File: config.mk
export PLATFORM = sky130hd
export DESIGN_NAME = adcp_sample_ctrl
export DESIGN_NICKNAME = d
export VERILOG_FILES = /design/src/adcp_pkg.sv /design/src/adcp_sample_ctrl.sv
export SDC_FILE = /design/constraint.sdc
export NUM_CORES = 1
export LEC_CHECK = 0
export BUFFER_PORTS_ARGS = -buffer_cell sky130_fd_sc_hd__buf_2
export CORE_MARGIN = 4
export CORE_UTILIZATION = 45
export DETAILED_ROUTE_END_ITERATION = 7
export PLACE_DENSITY = 0.74
export SETUP_SLACK_MARGIN = 0.2
export SLEW_MARGIN = 20
export SYNTH_ARGS = -nofsm -noshare
export SYNTH_HDL_FRONTEND = slang
export SYNTH_SLANG_ARGS = --single-unit
File: constraint.sdc
create_clock -name mclk -period 13.9 [get_ports mclk]
set_input_delay 1.39 -clock mclk [delete_from_list [all_inputs] [get_ports mclk]]
set_output_delay 1.39 -clock mclk [all_outputs]
set_load 0.005 [all_outputs]
File: src/adcp_pkg.sv
package adcp_pkg;

  // ==========================================================================
  // Sizes
  localparam int          NPIN        = 8;
  localparam int          RES_W       = 12;
  localparam int          IRQ_W       = 2;

  // ==========================================================================
  // Register offsets (byte addresses)
  localparam logic [7:0]  OFF_PIN0    = 8'h00;
  localparam logic [7:0]  OFF_PIN7    = 8'h1C;
  localparam logic [7:0]  OFF_GEN     = 8'h20;
  localparam logic [7:0]  OFF_STAT    = 8'h24;
  localparam logic [7:0]  OFF_IEN     = 8'h28;
  localparam logic [7:0]  OFF_ICLR    = 8'h2C;

  // ==========================================================================
  // Field positions
  localparam int          PIN_EN_BIT   = 0;
  localparam int          PIN_DEST_LSB = 8;
  localparam int          GEN_EN_BIT   = 0;
  localparam int          GEN_CAL_BIT  = 1;
  localparam int          GEN_SPP_LSB  = 8;
  localparam int          GEN_SIZE_LSB = 16;
  localparam int          GEN_DROP_BIT = 24;
  localparam int          IRQ_DROP     = 0;
  localparam int          IRQ_PKT      = 1;

  // ==========================================================================
  // Reset values
  localparam logic [31:0] PIN_RST      = 32'h0000_0000;
  localparam logic [1:0]  GEN_SIZE_RST = 2'h1;
  localparam logic [7:0]  GEN_SPP_RST  = 8'h01;
  localparam logic        GEN_DROP_RST = 1'b1;

  // ==========================================================================
  // Sample size codes and calibration
  localparam logic [1:0]  SZ_8        = 2'h0;
  localparam logic [1:0]  SZ_16       = 2'h1;
  localparam logic [1:0]  SZ_32       = 2'h3;
  localparam logic [2:0]  CAL_PULSES  = 3'h6;

  typedef enum logic [1:0] {TX_IDLE, TX_DATA, TX_END} adcp_tx_t;

endpackage

File: src/adcp_sample_ctrl.sv
// Chosen here: the APB slave port.
`timescale 1ns/1ns
module adcp_sample_ctrl
  import adcp_pkg::*;
(
  input  wire logic                  mclk,       // 250 MHz clock
  input  wire logic                  reset,      // Async reset, high
  input  wire logic                  clkEn,      // Freezes all state when low
  input  wire logic                  psel,       // APB select
  input  wire logic                  penable,    // APB enable
  input  wire logic                  pwrite,     // APB direction
  input  wire logic [7:0]            paddr,      // APB byte address
  input  wire logic [31:0]           pwdata,     // APB write data
  output logic      [31:0]           prdata,     // APB read data
  output logic                       pready,     // APB ready
  output logic                       pslverr,    // APB error
  input  wire logic                  trigger,    // Sample pulse
  input  wire logic [NPIN*RES_W-1:0] convData,   // Results, pin 0 lowest
  output logic                       adcEnable,  // Converter on
  output logic                       calRefSel,  // Sample internal reference
  output logic      [NPIN-1:0]       pinEnable,  // Per-pin sampling enables
  output logic                       txValid,    // Byte or end token valid
  input  wire logic                  txReady,    // Channel-end accepts
  output logic      [23:0]           txDest,     // Channel-end identifier
  output logic      [7:0]            txData,     // Sample byte
  output logic                       txEnd,      // End-of-packet token
  output logic                       irq         // Level interrupt
);

  // ==========================================================================
  // Helpers
  function automatic logic [31:0] fmtSample(input logic [RES_W-1:0] res, input logic [1:0] size);
    logic [31:0] w;
    w = 32'h0000_0000;
    unique case (size)
      SZ_16:   w = {res, 4'h0, 16'h0000};
      SZ_32:   w = {res, 20'h0_0000};
      default: w = {res[RES_W-1:RES_W-8], 24'h00_0000};
    endcase
    return w;
  endfunction

  function automatic logic [1:0] lastByte(input logic [1:0] size);
    logic [1:0] n;
    n = 2'h0;
    if (size == SZ_16) begin
      n = 2'h1;
    end else if (size == SZ_32) begin
      n = 2'h3;
    end
    return n;
  endfunction

  function automatic logic [7:0] byteOf(input logic [31:0] w, input logic [1:0] idx);
    logic [7:0] b;
    b = w[31 - 8*idx -: 8];
    return b;
  endfunction

  function automatic logic [2:0] firstSet(input logic [NPIN-1:0] m);
    logic [2:0] p;
    p = 3'h0;
    for (int i = NPIN - 1; i >= 0; i--) begin
      if (m[i]) begin
        p = 3'(i);
      end
    end
    return p;
  endfunction

  // ==========================================================================
  // State
  logic [NPIN-1:0][31:0] pinCfg_q,  pinCfg_d;
  logic                  genEn_q,   genEn_d;
  logic                  genCal_q,  genCal_d;
  logic [7:0]            genSpp_q,  genSpp_d;
  logic [1:0]            genSize_q, genSize_d;
  logic                  dropped_q, dropped_d;
  logic [IRQ_W-1:0]      irqStat_q, irqStat_d;
  logic [IRQ_W-1:0]      irqEn_q,   irqEn_d;
  logic                  irq_q,     irq_d;
  logic [31:0]           prdata_q,  prdata_d;
  logic                  pready_q,  pready_d;
  logic                  pslverr_q, pslverr_d;
  logic [2:0]            calCnt_q,  calCnt_d;
  logic [NPIN-1:0][31:0] hold_q,    hold_d;
  logic [NPIN-1:0]       pend_q,    pend_d;
  logic [NPIN-1:0]       open_q,    open_d;
  logic [NPIN-1:0]       endReq_q,  endReq_d;
  logic [NPIN-1:0][7:0]  cnt_q,     cnt_d;
  adcp_tx_t              state_q,   state_d;
  logic [2:0]            txPin_q,   txPin_d;
  logic [1:0]            byteIdx_q, byteIdx_d;
  logic [1:0]            txLast_q,  txLast_d;
  logic                  txValid_q, txValid_d;
  logic [23:0]           txDest_q,  txDest_d;
  logic [7:0]            txData_q,  txData_d;
  logic                  txEnd_q,   txEnd_d;

  logic                  apbSetup, apbDone, addrOk, isPin, ctlAccess, readClr;
  logic [31:0]           readMux;
  logic                  capHit, dropEvt, txDone, endDone;
  logic [NPIN-1:0]       pinEnVec;
  logic [2:0]            pick;

  // ==========================================================================
  // APB slave and registers
  always_comb begin
    apbSetup  = psel && penable && !pready_q;
    apbDone   = psel && penable && pready_q;
    addrOk    = (paddr[1:0] == 2'h0) && (paddr <= OFF_ICLR);
    isPin     = paddr <= OFF_PIN7;
    ctlAccess = apbDone && (paddr <= OFF_GEN);
    readClr   = apbDone && !pwrite && (paddr == OFF_GEN);
    for (int i = 0; i < NPIN; i++) begin
      pinEnVec[i] = pinCfg_q[i][PIN_EN_BIT];
    end
    readMux = 32'h0000_0000;
    if (isPin) begin
      readMux = pinCfg_q[paddr[4:2]];
    end else if (paddr == OFF_GEN) begin
      readMux[GEN_EN_BIT]                     = genEn_q;
      readMux[GEN_CAL_BIT]                    = genCal_q;
      readMux[GEN_SPP_LSB +: 8]               = genSpp_q;
      readMux[GEN_SIZE_LSB +: 2]              = genSize_q;
      readMux[GEN_DROP_BIT]                   = dropped_q;
    end else if (paddr == OFF_STAT) begin
      readMux[IRQ_W-1:0] = irqStat_q;
    end else if (paddr == OFF_IEN) begin
      readMux[IRQ_W-1:0] = irqEn_q;
    end

    pinCfg_d  = pinCfg_q;
    genEn_d   = genEn_q;
    genCal_d  = genCal_q;
    genSpp_d  = genSpp_q;
    genSize_d = genSize_q;
    irqEn_d   = irqEn_q;
    irqStat_d = irqStat_q;
    pready_d  = apbSetup;
    prdata_d  = prdata_q;
    pslverr_d = 1'b0;
    if (apbSetup) begin
      prdata_d  = addrOk ? readMux : 32'h0000_0000;
      pslverr_d = !addrOk;
    end
    if (apbDone && pwrite && addrOk) begin
      if (isPin) begin
        if (!genEn_q) begin
          pinCfg_d[paddr[4:2]] = {pwdata[31:PIN_DEST_LSB], 7'h00, pwdata[PIN_EN_BIT]};
        end
      end else if (paddr == OFF_GEN) begin
        genEn_d   = pwdata[GEN_EN_BIT];
        genCal_d  = pwdata[GEN_CAL_BIT];
        genSpp_d  = pwdata[GEN_SPP_LSB +: 8];
        genSize_d = pwdata[GEN_SIZE_LSB +: 2];
      end else if (paddr == OFF_IEN) begin
        irqEn_d = pwdata[IRQ_W-1:0];
      end else if (paddr == OFF_ICLR) begin
        irqStat_d = irqStat_q & ~pwdata[IRQ_W-1:0];
      end
    end
    // Hardware set wins over software clear
    dropped_d = readClr ? 1'b0 : dropped_q;
    if (dropEvt) begin
      dropped_d          = 1'b1;
      irqStat_d[IRQ_DROP] = 1'b1;
    end
    if (endDone) begin
      irqStat_d[IRQ_PKT] = 1'b1;
    end
    irq_d = |(irqStat_d & irqEn_d);
  end

  always_ff @(posedge mclk or posedge reset) begin
    if (reset) begin
      pinCfg_q  <= {NPIN{PIN_RST}};
      genEn_q   <= 1'b0;
      genCal_q  <= 1'b0;
      genSpp_q  <= GEN_SPP_RST;
      genSize_q <= GEN_SIZE_RST;
      dropped_q <= GEN_DROP_RST;
      irqStat_q <= '0;
      irqEn_q   <= '0;
      irq_q     <= 1'b0;
      prdata_q  <= 32'h0000_0000;
      pready_q  <= 1'b0;
      pslverr_q <= 1'b0;
    end else if (clkEn) begin
      pinCfg_q  <= pinCfg_d;
      genEn_q   <= genEn_d;
      genCal_q  <= genCal_d;
      genSpp_q  <= genSpp_d;
      genSize_q <= genSize_d;
      dropped_q <= dropped_d;
      irqStat_q <= irqStat_d;
      irqEn_q   <= irqEn_d;
      irq_q     <= irq_d;
      prdata_q  <= prdata_d;
      pready_q  <= pready_d;
      pslverr_q <= pslverr_d;
    end
  end

  // ==========================================================================
  // Calibration count, capture and packet bookkeeping
  always_comb begin
    calCnt_d = calCnt_q;
    if (!genEn_q) begin
      calCnt_d = 3'h0;
    end else if (trigger && (calCnt_q != CAL_PULSES)) begin
      calCnt_d = calCnt_q + 3'h1;
    end
    capHit   = trigger && genEn_q && (calCnt_q == CAL_PULSES);
    dropEvt  = 1'b0;
    hold_d   = hold_q;
    pend_d   = pend_q;
    open_d   = open_q;
    endReq_d = endReq_q;
    cnt_d    = cnt_q;
    if (txDone) begin
      pend_d[txPin_q] = 1'b0;
      open_d[txPin_q] = 1'b1;
      if ((genSpp_q != 8'h00) && (cnt_q[txPin_q] + 8'h01 == genSpp_q)) begin
        endReq_d[txPin_q] = 1'b1;
        cnt_d[txPin_q]    = 8'h00;
      end else begin
        cnt_d[txPin_q] = cnt_q[txPin_q] + 8'h01;
      end
    end
    if (endDone) begin
      endReq_d[txPin_q] = 1'b0;
      open_d[txPin_q]   = 1'b0;
    end
    // An access to a pin or GEN register closes every packet still open
    if (ctlAccess) begin
      endReq_d = endReq_d | open_d;
      open_d   = '0;
      cnt_d    = '0;
    end
    for (int i = 0; i < NPIN; i++) begin
      if (capHit && pinEnVec[i]) begin
        if (pend_d[i]) begin
          dropEvt = 1'b1;
        end else begin
          hold_d[i] = fmtSample(convData[i*RES_W +: RES_W], genSize_q);
          pend_d[i] = 1'b1;
        end
      end
    end
  end

  always_ff @(posedge mclk or posedge reset) begin
    if (reset) begin
      calCnt_q <= 3'h0;
      hold_q   <= '0;
      pend_q   <= '0;
      open_q   <= '0;
      endReq_q <= '0;
      cnt_q    <= '0;
    end else if (clkEn) begin
      calCnt_q <= calCnt_d;
      hold_q   <= hold_d;
      pend_q   <= pend_d;
      open_q   <= open_d;
      endReq_q <= endReq_d;
      cnt_q    <= cnt_d;
    end
  end

  // ==========================================================================
  // Byte transmitter; the lowest-numbered pin with data or an end token goes first, its end token ahead of its data
  always_comb begin
    pick      = firstSet(pend_q | endReq_q);
    state_d   = state_q;
    txPin_d   = txPin_q;
    byteIdx_d = byteIdx_q;
    txLast_d  = txLast_q;
    txValid_d = txValid_q;
    txDest_d  = txDest_q;
    txData_d  = txData_q;
    txEnd_d   = txEnd_q;
    txDone    = 1'b0;
    endDone   = 1'b0;
    unique case (state_q)
      TX_IDLE: begin
        if (|(pend_q | endReq_q)) begin
          txPin_d   = pick;
          txValid_d = 1'b1;
          txDest_d  = pinCfg_q[pick][31:PIN_DEST_LSB];
          if (endReq_q[pick]) begin
            txEnd_d = 1'b1;
            state_d = TX_END;
          end else begin
            byteIdx_d = 2'h0;
            txLast_d  = lastByte(genSize_q);
            txData_d  = byteOf(hold_q[pick], 2'h0);
            state_d   = TX_DATA;
          end
        end
      end
      TX_DATA: begin
        if (txReady) begin
          if (byteIdx_q == txLast_q) begin
            txDone    = 1'b1;
            txValid_d = 1'b0;
            state_d   = TX_IDLE;
          end else begin
            byteIdx_d = byteIdx_q + 2'h1;
            txData_d  = byteOf(hold_q[txPin_q], byteIdx_q + 2'h1);
          end
        end
      end
      TX_END: begin
        if (txReady) begin
          endDone   = 1'b1;
          txValid_d = 1'b0;
          txEnd_d   = 1'b0;
          state_d   = TX_IDLE;
        end
      end
      default: state_d = TX_IDLE;
    endcase
  end

  always_ff @(posedge mclk or posedge reset) begin
    if (reset) begin
      state_q   <= TX_IDLE;
      txPin_q   <= 3'h0;
      byteIdx_q <= 2'h0;
      txLast_q  <= 2'h0;
      txValid_q <= 1'b0;
      txDest_q  <= 24'h00_0000;
      txData_q  <= 8'h00;
      txEnd_q   <= 1'b0;
    end else if (clkEn) begin
      state_q   <= state_d;
      txPin_q   <= txPin_d;
      byteIdx_q <= byteIdx_d;
      txLast_q  <= txLast_d;
      txValid_q <= txValid_d;
      txDest_q  <= txDest_d;
      txData_q  <= txData_d;
      txEnd_q   <= txEnd_d;
    end
  end

  assign prdata    = prdata_q;
  assign pready    = pready_q;
  assign pslverr   = pslverr_q;
  assign adcEnable = genEn_q;
  assign calRefSel = genCal_q;
  assign pinEnable = pinEnVec;
  assign txValid   = txValid_q;
  assign txDest    = txDest_q;
  assign txData    = txData_q;
  assign txEnd     = txEnd_q;
  assign irq       = irq_q;

  // ==========================================================================
  // Checks
  logic [RES_W-1:0] conv0;
  logic [7:0]       holdTop;
  logic             endReqSel;
  assign conv0     = convData[RES_W-1:0];
  assign holdTop   = hold_q[txPin_q][31:24];
  assign endReqSel = endReq_q[txPin_q];
endmodule

== Word-level counts from Yosys, hierarchy flattened ==
Cells that the tools add are included.

* $lt $le $gt $ge: 8
* Add/subtract/negate cells: 4
* Reduce and logical (&&, ||, !) cells: 57
* Shifts and indexed selects: 1
* Eq/ne operators: 20
* Muxes and demuxes: 130
* Bitwise operators: 24

{| class="wikitable"
|+ Operators with widths
! cell !! number
|-
| $bmux W32 S3 || 4
|-
| $bwmux W256 || 1
|-
| $mux W24 || 8
|-
| $mux W32 || 6
|-
| $mux W64 || 3
|-
| $mux W8 || 14
|-
| $demux W32 S3 || 1
|-
| $and A64 B64 Y64 || 1
|-
| $bwmux W64 || 1
|-
| $not A64 Y64 || 1
|-
| $mux W2 || 24
|-
| $mux W1 || 44
|-
| $shiftx A39 B33 Y8 || 1
|-
| $eq A8 B6 Y1 const B || 4
|-
| $or A8 B8 Y8 || 4
|-
| $mux W3 || 10
|-
| $reduce_and A3 Y1 || 9
|-
| $and A8 B8 Y8 || 3
|-
| $bmux W8 S3 || 1
|-
| $demux W8 S3 || 1
|-
| $logic_and A1 B1 Y1 || 23
|-
| $mux W10 || 2
|-
| $le A8 B6 Y1 const B || 2
|-
| $pmux W8 S2 || 1
|-
| other kinds (38) || 75
|}

* Register bits after elaboration: 698
* Output and inout port bits: 79
* Bits of input ports: 144

== Depth between registers and ports, before layout ==
* Depth in word-level cells: 26
* Mapped depth: 18

== Least setup slack after synthesis ==
Ideal clock, no wire load.

* Path kind: in2reg
* From: in paddr[7]
* To: reg pinCfg_q[104] in the netlist's numbering
* Path slack: 10.016 ns
* Arrival: 3.760 ns
* Cell stages on the path: 8
* Data required time: 13.775 ns
* Library setup time: 0.125 ns
* Cells stage by stage: or4_1 > a21oi_1 > nand3_1 > or4_1 > nor2_1 > nand3_1 > clkbuf_1 > mux2_2

* Longest elaborated chain between the ends: 4
* Elaborated cells between the ends (all ways): 5

{| class="wikitable"
|+ RTL lines
! item !! line !! text
|-
| start, declared || adcp_sample_ctrl.sv:12 || <nowiki>input wire logic [7:0] paddr,</nowiki>
|-
| $le A8 B6 Y1 || adcp_sample_ctrl.sv:111 || <nowiki>addrOk = (paddr[1:0] == 2'h0) && (paddr <= OFF_ICLR);</nowiki>
|-
| $logic_and A1 B1 Y1 || adcp_sample_ctrl.sv:111 ||
|-
| $logic_and A1 B1 Y1 || adcp_sample_ctrl.sv:147 || <nowiki>if (apbDone && pwrite && addrOk) begin</nowiki>
|-
| $reduce_and A4 Y1 (no line) (*) || -- ||
|-
| end signal, assigned || adcp_sample_ctrl.sv:177 || <nowiki>pinCfg_q <= {NPIN{PIN_RST}};</nowiki>
|-
| end signal, assigned || adcp_sample_ctrl.sv:190 || <nowiki>pinCfg_q <= pinCfg_d;</nowiki>
|-
| end, declared || adcp_sample_ctrl.sv:73 || <nowiki>logic [NPIN-1:0][31:0] pinCfg_q, pinCfg_d;</nowiki>
|}

Every way passes the cells marked *; elsewhere a longest branch is shown, timed or not.
A chain may end at the register's enable or synchronous reset.

== Final worst setup path ==
* From: reg txPin_q[2]
* To: reg cnt_q[52] in the netlist's numbering

* Longest elaborated chain between the ends: 9
* Elaborated cells between the ends (all ways): 16

{| class="wikitable"
|+ RTL lines
! item !! line !! text
|-
| start, declared || adcp_sample_ctrl.sv:92 || <nowiki>logic [2:0] txPin_q, txPin_d;</nowiki>
|-
| start signal, assigned || adcp_sample_ctrl.sv:338 || <nowiki>txPin_q <= txPin_d;</nowiki>
|-
| branches (longest 6 deep; another with $add A8 B1 Y8) || -- ||
|-
| $mux W64 (*) || adcp_sample_ctrl.sv:224 || <nowiki>if ((genSpp_q != 8'h00) && (cnt_q[txPin_q] + 8'h01 == genSpp_q)) begin</nowiki>
|-
| $mux W64 (*) || adcp_sample_ctrl.sv:221 || <nowiki>if (txDone) begin</nowiki>
|-
| $mux W64 (*) || adcp_sample_ctrl.sv:236 || <nowiki>if (ctlAccess) begin</nowiki>
|-
| end signal, assigned || adcp_sample_ctrl.sv:267 || <nowiki>cnt_q <= cnt_d;</nowiki>
|-
| end, declared || adcp_sample_ctrl.sv:90 || <nowiki>logic [NPIN-1:0][7:0] cnt_q, cnt_d;</nowiki>
|}

Mark *: on every way between the ends. The select of a mux whose other input is x is not followed.

==> impl_summary.log <==
[metrics] max-slew violations: 0
[metrics] most used flip-flop cell after synthesis: sky130_fd_sc_hd__dfrtp_1
[metrics] share of the clock period used by the worst path: 35.0%
[metrics] run status: finished, final reports clean
[metrics] number of routed nets with antenna violations: 0
[metrics] CTS Root Buffer Type: sky130_fd_sc_hd__clkbuf_16
[metrics] starting utilization of the core area: 45.6%
[metrics] Yosys warning count: 0
[metrics] top-level I/O count: 223
[metrics] post-synthesis instance area: 0.0241 sq mm
[metrics] Std-Cell Core Area: 0.0528 sq mm
[metrics] Total Negative Setup Slacks: 0 ns
[metrics] highest net fanout along the worst path: 64
[metrics] worst IR drop on VDD: 0.0882 mV
[metrics] antenna violations before repair: 6
[metrics] area of the multi-input gates: 0.0114 sq mm
[metrics] delay contributed by the slowest stage of the critical path: 0.62 ns
[metrics] layout cells sized above 1: 38.2%
[metrics] wire length per cell after detailed routing: 25.0 microns
[metrics] relative area change from synthesis to final layout: 13.3%
[metrics] clock tree from TritonCTS: done
[metrics] iteration count of the initial detailed-routing pass: 5
[metrics] clock transition at the registers of the reported paths: 0.06 ns
[metrics] number of enable flip-flop cells after synthesis: 0
[metrics] Worst-Skew Late Latency: 0.60 ns
[metrics] worst hold margin: 0.476 ns
[metrics] total global routing overflow: 0
[metrics] fin nets: 2168
[metrics] largest net degree at the start of global routing: 194
[metrics] Port Buffers: 210
[metrics] number of buffers and inverters on the critical path: 2
[metrics] Pwr Density: 113 mW/mm^2
[metrics] num rows: 84
[metrics] number of cells in the design after placement: 2653
[metrics] Post-Route Skew: 0.0243 ns
[metrics] Layout Cells excl Fill: 2749
[metrics] fill cell count: 4452
[metrics] proportion of register bits with asynchronous set or reset after synthesis: 100%
[metrics] synthesized flop and latch total: 476
[metrics] Post-CTS Repair Setup Buffers: 0
[metrics] RSZ-0062 raised after global routing: false
[metrics] cell-by-cell trace of the critical path: buf_4, mux2i_1, a22oi_1, or2b_1, inv_1, ha_1, o2111a_2, nor3b_2, xnor2_2, xor2_2, a2111oi_4, nand3_4, a32o_1
[metrics] wirelength, routed: 68800 microns
[metrics] GP Congestion: 0.882
[metrics] startpoint types: register
[metrics] nature of the critical path endpoint: register
[metrics] count of cells resized by post-cts repair: 0
[metrics] dominant cell by count in the synthesized netlist: sky130_fd_sc_hd__dfrtp_1
[metrics] Max Cap Viol: 0
[metrics] DPL Wire Length: 44200 microns
[metrics] number of violations reported at the end of detailed-routing iteration 0: 1668
[metrics] highest attainable clock frequency: 0.206 GHz
[metrics] commonest cells in the synthesized netlist: sky130_fd_sc_hd__dfrtp_1, sky130_fd_sc_hd__mux2_2, sky130_fd_sc_hd__nand2_1
[metrics] slew at the pin closest to its max-slew limit: 1.14 ns
[metrics] DRC viols: 0
[metrics] average size of a mapped cell: 12.9 sq um
[metrics] Die Ht: 239 microns
[metrics] critical path arrival: 5.32 ns
[metrics] post-synthesis cell type with the largest combined area: sky130_fd_sc_hd__dfrtp_1
[metrics] final hold vios: 0
[metrics] area used by sequential logic in the layout: 0.0119 sq mm
[metrics] Setup-failing EPs final: 0
[metrics] cell type group with the largest total delay on the critical path: compound AO/OA/AOI/OAI gates
[metrics] vias: 17200
[metrics] via count of the first global-routing pass: 17700
[metrics] number of distinct library cell variants in the gate-level netlist after synthesis: 88
[metrics] post-route worst setup slack: 9.04 ns
[metrics] worst slack at placement: 8.79 ns
[metrics] sink count of the clock tree: 476
[metrics] global-route wire length before repair: 105000 microns
[metrics] hold_buf cts: 0
[metrics] DIE AREA: 0.0572 sq mm
[metrics] Die X-Extent: 239 microns
[metrics] post-synth top area share: 49.2%
[metrics] hold crit path type: reg -> reg
[metrics] minimum clock period after layout: 4.86 ns
[metrics] reported leakage power: 12.9 nW
[metrics] number of buffers inserted during clock tree synthesis: 49
[metrics] cell types with the largest area share after synthesis: sky130_fd_sc_hd__dfrtp_1, sky130_fd_sc_hd__mux2_2, sky130_fd_sc_hd__mux4_2
[metrics] vias per std cell: 6.24
[metrics] WP data required: 14.36 ns
[metrics] number of levels in the clock H-tree: 2
[metrics] Longest Clk Path Bufs: 3
[metrics] Final Total Pwr: 0.00309 W
[metrics] type of the setup path with the least slack: reg -> reg
[metrics] Slew Limit Headroom: 23.4%
[metrics] Slowest cell on crit path: sky130_fd_sc_hd__nand3_4
[metrics] sequential share of the synthesized area: 49.5%
[metrics] cell count after synthesis: 1865
[metrics] combined global-route utilization of all metal layers: 23.7%
cell type report:
cell class,instances,area share [%]
Clock buffer,66,5.18
Sequential cell,476,43.7
Multi-Input combinational cell,1236,41.8
Clock inverter,26,1.19
Timing Repair Buffer,231,4.55
Antenna cell,3,0.0275
Inverter,23,0.335
Tap cell,688,3.16
layout by cell type (no fill, tap or decap), drive strengths merged, types with 16 or more instances in the layout:
cell type	netlist	routed
buf	51	231
nand2	190	190
dfrtp	473	473
a32o	54	54
clkbuf	84	66
and2	21	21
inv	22	22
mux2i	68	68
mux2	297	297
a21oi	44	44
o21ai	130	130
and3	16	16
a22oi	32	32
mux4	124	124
nand3	23	23
nor2	50	50
a22o	20	20
metrics by stage:
| step | instance area, sq um | util, % |
|---|---|---|
| 3_3_place_gp | 25500 | 48.3 |
| 2_1_floorplan | 24100 | - |
| 4_1_cts | 27200 | 51.6 |
| 5_1_grt | 27200 | 51.6 |
| 3_5_place_dp | 25500 | 48.3 |
| 6_report | 27300 | 51.7 |
path summary, 6_finish.rpt:
| path | from | endpoint | slack [ns] | cells past startpoint |
|---|---|---|---|---|
| worst min register to register | txDest[23]$_DFFE_PP0P_ | txDest[23]$_DFFE_PP0P_ | 0.48 | 2 |
| worst min-delay path | txDest[23]$_DFFE_PP0P_ | txDest[23]$_DFFE_PP0P_ | 0.48 | 2 |
| min in group asynchronous | reset | pinCfg_q[108]$_DFFE_PP0P_ | 0.88 | 3 |
| worst max-delay path | txPin_q[2]$_DFFE_PP0P_ | cnt_q[52]$_DFFE_PP0P_ | 9.04 | 13 |
| max in group asynchronous | reset | prdata[21]$_DFFE_PP0P_ | 10.83 | 5 |
| worst max register to register | txPin_q[2]$_DFFE_PP0P_ | cnt_q[52]$_DFFE_PP0P_ | 9.04 | 13 |
sequential cells by signal (all words and copies together), names as in the netlist, 3 cells and up:
signal	cells
pinCfg_q	192
hold_q	96
cnt_q	64
prdata	26
txDest	24
endReq_q	8
genSpp_q	8
open_q	8
pend_q	8
pinEnable	8
txData	8
calCnt_q	3
txPin_q	3
report_power, final:
part,internal [W],switching [W],total (W)
logic,0.0000822,0.000186,0.000268
clock network,0.000829,0.000578,0.00141
registers,0.00140,0.0000169,0.00142
worst reg2reg max path: cells and delay by family (launching register included):
family,cells,cell delay (ns)
AO/OA/AOI/OAI,4,1.35
XOR/XNOR,2,0.65
adder cells (fa/ha/maj),1,0.25
buffers and inverters,2,0.63
flip-flops,1,0.33
multiplexers,1,0.33
AND/OR/NAND/NOR,3,1.20
metal layers:
layer | GRT usage [%] | up-vias | wire length (microns) | part of all wire [%]
met2 | 38.9 | 791 | 33400 | 49
met1 | 31.6 | 8859 | 27400 | 40
met3 | 5.32 | 132 | 5800 | 8.4
met4 | 7.32 | 6 | 2100 | 3.1
met5 | 0 | - | 34 | 0.049
li1 | - | 7368 | - | -
logic make-up (layout without fill, tap and decap cells):
kind of cell	count (synthesis)	after routing	share of synthesized area, %
adders and majority gates	7	7	0.364
and+or+nand+nor	351	351	6.74
muxes	489	489	28.4
AOI/OAI and AO/OA	369	369	10.8
xor gates and xnor gates	14	14	0.681
other	1	9	0.0156
DFF	476	476	49.5
buffers and inverters	158	346	3.48
Note: power is estimated with default switching activity, not from simulation.
